===== src/alt_defines.svh =====
// register offsets, field positions and reset values of the table access block
`ifndef ALT_DEFINES_SVH
`define ALT_DEFINES_SVH
// register indices; byte address is four times the index
`define ALT_IDX_CMD      16'h1800
`define ALT_IDX_WR_LOW   16'h1801
`define ALT_IDX_WR_HIGH  16'h1802
`define ALT_IDX_RD_LOW   16'h1803
`define ALT_IDX_RD_HIGH  16'h1804
`define ALT_IDX_STATUS   16'h1805
// command bits
`define ALT_CMD_NEXT     0
`define ALT_CMD_FIRST    1
`define ALT_CMD_INSERT   2
// status bits
`define ALT_STS_PENDING  0
// high word fields
`define ALT_HI_VALID     24
`define ALT_HI_STATIC    22
`define ALT_HI_PORT_MSB  18
`define ALT_HI_PORT_LSB  16
`define ALT_HI_MASK      32'h01ffffff
`define ALT_RESET_WORD   32'h00000000
`endif


===== src/alt_pkg.sv =====
// types of the table access block
package alt_pkg;
	typedef struct packed {
		logic [31:0] high;
		logic [31:0] low;
	} alt_entry_t;
	typedef enum logic [2:0] {
		ALT_IDLE,
		ALT_INS_SCAN,
		ALT_INS_DONE,
		ALT_RD_SCAN,
		ALT_RD_DONE
	} alt_state_t;
endpackage : alt_pkg


===== src/alt_table.sv =====
// address lookup table with manual insert and walk commands over apb
//
// Contract
// software issues get command before reading data
// software loads write data, then inserts
// insert stores entry, device picks slot
// insert on matching address modifies/removes entry
// writing zero to command bits: no action
// software clears insert after pending clears
// pending status bit shows insert completion
// get first restarts pointer, loads first valid
// get next loads following valid entry
// software clears get bits itself
// low write word holds address bits 31:0
// low bit 0 is group address bit
// high write word holds remaining entry bits
// bit 24 valid; clear invalidates entry
// bit 22 static exempts aging/learning
// bits 18:16 select associated port
// read data stable until next get
`include "alt_defines.svh"
`timescale 1ns/1ps
`default_nettype none
module alt_table
	import alt_pkg::*;
#(
	parameter int DEPTH = 16
) (
	// clock and reset
	input  wire logic        clk_in,
	input  wire logic        rst_in,
	// apb slave
	input  wire logic        psel_in,
	input  wire logic        penable_in,
	input  wire logic        pwrite_in,
	input  wire logic [17:0] paddr_in,
	input  wire logic [31:0] pwdata_in,
	output logic      [31:0] prdata_out,
	output logic             pready_out,
	output logic             pslverr_out
);
	localparam int IW = $clog2(DEPTH);

	// elaboration-time refusal of depths the scan counters cannot serve
	if (DEPTH < 2 || DEPTH > 1024) begin : g_depth_chk
		$error("alt_table: DEPTH out of range");
	end

	// ****************************************
	// registers
	// ****************************************
	logic [2:0]        cmd_r;
	logic [31:0]       wr_low_r;
	logic [31:0]       wr_high_r;
	alt_entry_t        rd_r;
	logic              pending_r;
	alt_state_t        state_r;
	logic [IW-1:0]     ptr_r;
	logic [IW:0]       scan_r;
	logic [IW-1:0]     free_r;
	logic              free_ok_r;
	alt_entry_t        mem_r [DEPTH];
	logic              valid_r [DEPTH];

	logic        access;
	logic        wr_en;
	logic [15:0] idx;
	logic        mapped;
	assign access = psel_in && penable_in;
	assign wr_en  = access && pwrite_in;
	assign idx    = paddr_in[17:2];
	assign mapped = (paddr_in[1:0] == 2'h0) &&
		(idx >= `ALT_IDX_CMD) && (idx <= `ALT_IDX_STATUS);

	logic insert_rise;
	logic first_rise;
	logic next_rise;
	logic cmd_wr;
	assign cmd_wr = wr_en && mapped && idx == `ALT_IDX_CMD;
	// only a 0 to 1 change starts work; zero writes do nothing
	assign insert_rise = cmd_wr && pwdata_in[`ALT_CMD_INSERT] &&
		!cmd_r[`ALT_CMD_INSERT];
	assign first_rise = cmd_wr && pwdata_in[`ALT_CMD_FIRST] &&
		!cmd_r[`ALT_CMD_FIRST];
	assign next_rise = cmd_wr && pwdata_in[`ALT_CMD_NEXT] &&
		!cmd_r[`ALT_CMD_NEXT];

	// ****************************************
	// apb writes
	// ****************************************
	always_ff @(posedge clk_in or posedge rst_in) begin
		if (rst_in) begin
			cmd_r     <= 3'h0;
			wr_low_r  <= `ALT_RESET_WORD;
			wr_high_r <= `ALT_RESET_WORD;
		end else if (wr_en && mapped) begin
			case (idx)
				`ALT_IDX_CMD: cmd_r <= pwdata_in[2:0];
				`ALT_IDX_WR_LOW: wr_low_r <= pwdata_in;
				`ALT_IDX_WR_HIGH: begin
					wr_high_r <= pwdata_in & `ALT_HI_MASK;
				end
				default: ;
			endcase
		end
	end

	// ****************************************
	// apb reads
	// ****************************************
	always_ff @(posedge clk_in or posedge rst_in) begin
		if (rst_in) begin
			prdata_out  <= 32'h0;
			pready_out  <= 1'b0;
			pslverr_out <= 1'b0;
		end else begin
			pready_out  <= psel_in && !pready_out;
			pslverr_out <= psel_in && !pready_out && !mapped;
			prdata_out  <= 32'h0;
			if (psel_in && !pwrite_in && mapped) begin
				case (idx)
					`ALT_IDX_CMD: prdata_out <= {29'h0, cmd_r};
					`ALT_IDX_WR_LOW: prdata_out <= wr_low_r;
					`ALT_IDX_WR_HIGH: prdata_out <= wr_high_r;
					`ALT_IDX_RD_LOW: prdata_out <= rd_r.low;
					`ALT_IDX_RD_HIGH: prdata_out <= rd_r.high;
					`ALT_IDX_STATUS: prdata_out <= {31'h0, pending_r};
					default: prdata_out <= 32'h0;
				endcase
			end
		end
	end

	// ****************************************
	// table engine
	// ****************************************
	logic [IW-1:0] scan_i;
	logic          hit;
	assign scan_i = scan_r[IW-1:0];
	// match on 48-bit address: low word plus high bits 15:0
	assign hit = valid_r[scan_i] && mem_r[scan_i].low == wr_low_r &&
		mem_r[scan_i].high[15:0] == wr_high_r[15:0];

	always_ff @(posedge clk_in or posedge rst_in) begin
		if (rst_in) begin
			state_r   <= ALT_IDLE;
			pending_r <= 1'b0;
			ptr_r     <= '0;
			scan_r    <= '0;
			free_r    <= '0;
			free_ok_r <= 1'b0;
			rd_r      <= '0;
			for (int i = 0; i < DEPTH; i++) begin
				mem_r[i]   <= '0;
				valid_r[i] <= 1'b0;
			end
		end else begin
			case (state_r)
				ALT_IDLE: begin
					scan_r    <= '0;
					free_ok_r <= 1'b0;
					if (insert_rise) begin
						pending_r <= 1'b1;
						state_r   <= ALT_INS_SCAN;
					end else if (first_rise) begin
						ptr_r   <= '0;
						state_r <= ALT_RD_SCAN;
					end else if (next_rise) begin
						scan_r  <= {1'b0, ptr_r} + 1'b1;
						state_r <= ALT_RD_SCAN;
					end
				end
				ALT_INS_SCAN: begin
					if (scan_r == DEPTH[IW:0]) begin
						// new address: device picks first free slot
						if (free_ok_r && wr_high_r[`ALT_HI_VALID]) begin
							mem_r[free_r]   <= {wr_high_r, wr_low_r};
							valid_r[free_r] <= 1'b1;
						end
						state_r <= ALT_INS_DONE;
					end else if (hit) begin
						mem_r[scan_i]   <= {wr_high_r, wr_low_r};
						valid_r[scan_i] <= wr_high_r[`ALT_HI_VALID];
						state_r         <= ALT_INS_DONE;
					end else begin
						if (!valid_r[scan_i] && !free_ok_r) begin
							free_r    <= scan_i;
							free_ok_r <= 1'b1;
						end
						scan_r <= scan_r + 1'b1;
					end
				end
				ALT_INS_DONE: begin
					pending_r <= 1'b0;
					state_r   <= ALT_IDLE;
				end
				ALT_RD_SCAN: begin
					if (scan_r == DEPTH[IW:0]) begin
						rd_r    <= '0; // end of table reads as empty
						state_r <= ALT_RD_DONE;
					end else if (valid_r[scan_i]) begin
						rd_r    <= mem_r[scan_i];
						ptr_r   <= scan_i;
						state_r <= ALT_RD_DONE;
					end else begin
						scan_r <= scan_r + 1'b1;
					end
				end
				ALT_RD_DONE: state_r <= ALT_IDLE;
				default: state_r <= ALT_IDLE;
			endcase
		end
	end

	// ****************************************
	// checks
	// ****************************************
	// cycles spent scanning for an insert
	logic [IW+1:0] ins_age_r;
	logic          new_valid;
	assign new_valid = wr_high_r[`ALT_HI_VALID];
	always_ff @(posedge clk_in or posedge rst_in) begin
		if (rst_in)
			ins_age_r <= '0;
		else if (state_r == ALT_INS_SCAN)
			ins_age_r <= ins_age_r + 1'b1;
		else
			ins_age_r <= '0;
	end

	pend_set_a: assert property (@(posedge clk_in) disable iff (rst_in)
		state_r == ALT_IDLE && insert_rise |=> pending_r)
		else $error("pending not set on insert");
	pend_clr_a: assert property (@(posedge clk_in) disable iff (rst_in)
		state_r == ALT_INS_DONE |=> !pending_r)
		else $error("pending not cleared on completion");
	zero_write_a: assert property (@(posedge clk_in) disable iff (rst_in)
		state_r == ALT_IDLE && cmd_wr && pwdata_in[2:0] == 3'h0
		|=> state_r == ALT_IDLE)
		else $error("zero command started work");
	rd_stable_a: assert property (@(posedge clk_in) disable iff (rst_in)
		state_r == ALT_IDLE && !first_rise && !next_rise
		|=> $stable(rd_r))
		else $error("read data changed without command");
	first_ptr_a: assert property (@(posedge clk_in) disable iff (rst_in)
		state_r == ALT_IDLE && first_rise && !insert_rise
		|=> ptr_r == '0 && scan_r == '0)
		else $error("get first did not restart pointer");
	next_adv_a: assert property (@(posedge clk_in) disable iff (rst_in)
		state_r == ALT_IDLE && next_rise && !insert_rise && !first_rise
		|=> scan_r == {1'b0, $past(ptr_r)} + 1'b1)
		else $error("get next did not advance");
	ins_bound_a: assert property (@(posedge clk_in) disable iff (rst_in)
		state_r == ALT_INS_SCAN |-> ins_age_r <= DEPTH)
		else $error("insert did not finish in time");
	hit_mod_a: assert property (@(posedge clk_in) disable iff (rst_in)
		state_r == ALT_INS_SCAN && scan_r != DEPTH[IW:0] && hit
		|=> valid_r[$past(scan_i)] == $past(new_valid))
		else $error("matching entry not modified");
	high_mask_a: assert property (@(posedge clk_in) disable iff (rst_in)
		wr_en && mapped && idx == `ALT_IDX_WR_HIGH
		|=> wr_high_r == ($past(pwdata_in) & `ALT_HI_MASK))
		else $error("high write word not stored masked");
endmodule : alt_table
`default_nettype wire


===== config.mk =====
export PLATFORM = sky130hd
export DESIGN_NAME = alt_table
export DESIGN_NICKNAME = d
export VERILOG_FILES = /design/src/alt_pkg.sv /design/src/alt_table.sv
export VERILOG_INCLUDE_DIRS = /design/src
export SDC_FILE = /design/constraint.sdc
export NUM_CORES = 2
export LEC_CHECK = 0
export BUFFER_PORTS_ARGS = -buffer_cell sky130_fd_sc_hd__buf_2
export CORE_ASPECT_RATIO = 1.25
export CORE_MARGIN = 2
export CORE_UTILIZATION = 24
export CTS_BUF_LIST = sky130_fd_sc_hd__clkbuf_16
export CTS_CLUSTER_SIZE = 20
export DETAILED_ROUTE_END_ITERATION = 8
export PLACE_DENSITY = 0.42
export SYNTH_ARGS = -nofsm -noshare
export SYNTH_HDL_FRONTEND = slang
export SYNTH_SLANG_ARGS = --single-unit

===== constraint.sdc =====
create_clock -name clk_in -period 55.8 [get_ports clk_in]
set_input_delay 0 -clock clk_in [delete_from_list [all_inputs] [get_ports clk_in]]
set_output_delay 0 -clock clk_in [all_outputs]
set_load 0.03 [all_outputs]

==> flow_metrics.py <==
metrics = {
    "global_routing": {
        "grt_pass1_wl_mm": 258,
        "grt_overflow_total": 0,
        "grtUsageTotal": 0.162,
        "grt_pass1_vias": 33400,
        "grt_max_degree": 165,
        "grt_antenna_before_repair": 6,
    },
    "cells_and_area": {
        "final_cell_mix": "1,094 x dfrtp_1, 574 x mux2_2, 312 x mux2_1",
        "synthToLayoutAreaGrowth_pct": 14.4,
        "layout_commonest_cell": "dfrtp_1",
        "final_core_util": 0.276,
        "final_layout_size_suffix_gt1_frac": 0.346,
        "finalNetCount": 3652,
    },
    "route": {
        "drt_first_iter_violations": 1922,
        "wl_per_cell_um": 27.1,
        "drc_errors": 0,
        "drt-pass1-iter-count": 6,
        "via_per_inst": 4.75,
        "ant_nets": 0,
        "vias": 31200,
        "routed_wl_mm": 178,
    },
    "min_path": {
        "hold_depth": 3,
        "hold_start": "pwdata_in[30]",
        "holdPathEnd": "wr_low_r[30]",
        "hp-class": "in2reg",
    },
    "logic_synthesis": {
        "synth_edf_count": 0,
        "synth_ff_type": "dfrtp_1",
        "ys.warnings.count": 0,
        "synth-seq-cells": 1098,
        "avgSynthCellArea_um2": 14.4,
        "synth.distinct_cells": 73,
        "netlist_area_um2": 51600,
        "synthCells": 3592,
        "seq_area_frac_synth": 0.532,
        "syn_nets": 3652,
        "async_reset_ff_frac": 1.00,
    },
    "floorplanning": {
        "start_util": 0.241,
        "die_height_um": 523,
        "io_pins": 89,
        "dieArea_um2": 219000,
        "coreArea_um2": 214000,
        "rows": 190,
        "die_w_um": 419,
    },
    "setup_path": {
        "cp_common_cell": "buf_4",
        "r2r_setup_slack_ps": 47790,
        "worstRegToRegCells": 15,
        "required_ps": 56420,
        "worst_r2r_startpoint": "scan_r[1]",
        "worstPathCellList": "buf_4 -> buf_4 -> buf_12 -> mux2i_1 -> a22oi_1 -> nand2_1 -> o32ai_1 -> a2111oi_0 -> o211ai_1 -> or4_4 -> o21ai_4 -> buf_4 -> nand2_4 -> buf_4 -> mux2_4",
        "setup.worst_path.end_class": "flip-flop",
        "critPathArrivalTime_ps": 8630,
        "cpMaxStageDelayCell": "buf_4",
        "worstPathMaxFanout": 91,
        "r2r-end": "mem_r[215]",
        "start_kind": "flip-flop",
        "worstSetupPathType": "reg2reg",
        "slowest_delay_ps": 710,
    },
    "cts": {
        "cts_buffer_depth": 3,
        "clock-sinks": 1098,
        "clkTransAtPathRegs_ps": 70,
        "cts_tree": "built",
        "cts.htree.levels": 3,
        "cts-resized-gates": 0,
        "cts_setup_buffers": 0,
        "cts_made_buffers": 114,
        "cts-root-buf": "clkbuf_16",
        "worstSkewPairLatency_ps": 770,
    },
    "sta": {
        "clock_skew_ps": 49.0,
        "fin_crit_ps": 8010,
        "grt_setup_unrepaired": "false",
        "slew_headroom": 0.157,
        "setup_viol": 0,
        "fmax_mhz": 125,
        "tns_ps": 0,
        "post-route-period-util": 0.144,
        "worst_slack_ps": 47790,
        "finalMaxSlewViolations": 0,
        "worst_pin_slew_ps": 1250,
        "finalHoldViolations": 0,
    },
    "run": {
        "maxCapViolCount": 0,
    },
    "placement": {
        "port_buffers": 88,
        "hpwl_mm": 108,
        "dp_slack_ps": 47780,
        "place.gp.congestion": 0.790,
    },
    "power_and_ir_drop": {
        "power_density_nw_per_um2": 27.4,
        "p_leak_uw": 0.0281,
        "vdd_drop_max_v": 0.0000248,
    },
    "status": {
        "outcome": "completed",
    },
}
-- state kept, by name (all words and copies together) (netlist names) --
name / cells
pending_r: 1
prdata_out: 32
cmd_r: 3
free_ok_r: 1
mem_r: 912
pready_out: 1
wr_low_r: 32
scan_r: 5
ptr_r: 4
pslverr_out: 1
wr_high_r: 25
rd_r: 58
free_r: 4
state_r: 3
valid_r: 16
-- cells in the mapped netlist (all sizes together), types with 28 or more instances --
library cell,number,area [µm²]
dfrtp,1098,27500
mux2,994,11600
mux4,191,4300
buf,179,1250
nand2,176,696
clkbuf,170,638
mux2i,130,1300
a21oi,75,375
nor2,68,255
o21ai,66,334
a22o,50,438
xnor2,28,245
-- what timing repair did --
| item | 4_1_cts | 5_1_grt |
|---|---|---|
| hold buffers | 45 | 0 |
| endpoints found under the setup margin | 0 | 0 |
| hold endpoints to repair | 172 | 0 |
-- routing by layer --
metal / vias to the layer above / global-route usage / share of wire
li1: 13300 / - / -
met1: 17000 / 0.204 / 0.42
met2: 667 / 0.288 / 0.51
met3: 235 / 0.0181 / 0.033
met4: 0 / 0.0555 / 0.031
met5: - / 0 / 0
-- stage by stage --
step           power [µW]  instance area [µm²]  std cells  hold WS (ps)
6_report             1620                59000       6568          37.5
5_1_grt              1680                59000       6568          43.6
4_1_cts              1640                59000       6567         0.822
3_5_place_dp          834                54800       6311           232
3_3_place_gp          834                54800       6310           232
2_1_floorplan         825                51600       3592           151
-- logic make-up (layout without fill, tap and decap cells) --
logic type | count (synthesis) | in the layout | synth area share
buf+inv | 374 | 469 | 0.0385
fa+ha+maj | 5 | 5 | 0.00121
simple gates | 354 | 354 | 0.0317
xor+xnor | 48 | 48 | 0.00814
flops | 1098 | 1098 | 0.532
other cells | 0 | 1 | 0
mux | 1315 | 1315 | 0.333
compound gates | 398 | 398 | 0.0551
-- where the power goes --
part           switching [µW]  internal [µW]
Clock                     347            450
Sequential             0.0540            796
Combinational            19.6           4.56
-- cell type report --
| type | count | area, µm² |
|---|---|---|
| Fill cell | 21800 | 155000 |
| Sequential cell | 1098 | 27500 |
| Multi-Input combinational cell | 2120 | 22300 |
| Tap cell | 2880 | 3600 |
| Clock buffer | 118 | 2950 |
| Timing Repair Buffer | 233 | 1730 |
| Clock inverter | 93 | 848 |
| Inverter | 25 | 104 |
| Antenna cell | 1 | 2.50 |
-- worst max-delay path, delay by kind of cell (launching register included) --
| kind | cells | cell delay (ps) |
|---|---|---|
| AO/OA/AOI/OAI | 5 | 1640 |
| multiplexers | 2 | 870 |
| buffers and inverters | 5 | 2900 |
| AND/OR/NAND/NOR | 3 | 1480 |
| flip-flops | 1 | 620 |
-- worst max-delay path by stage --
| stage | from | endpoint | cells past startpoint |
|---|---|---|---|
| floorplan | rst_in | cmd_r[0] | 1 |
| global placement | scan_r[0] | mem_r[203] | 14 |
| detailed placement | scan_r[1] | mem_r[203] | 15 |
| CTS | scan_r[1] | mem_r[203] | 15 |
| global route | scan_r[1] | mem_r[203] | 15 |
| finish | scan_r[1] | mem_r[215] | 15 |
Note: power is estimated with default switching activity, not from simulation.
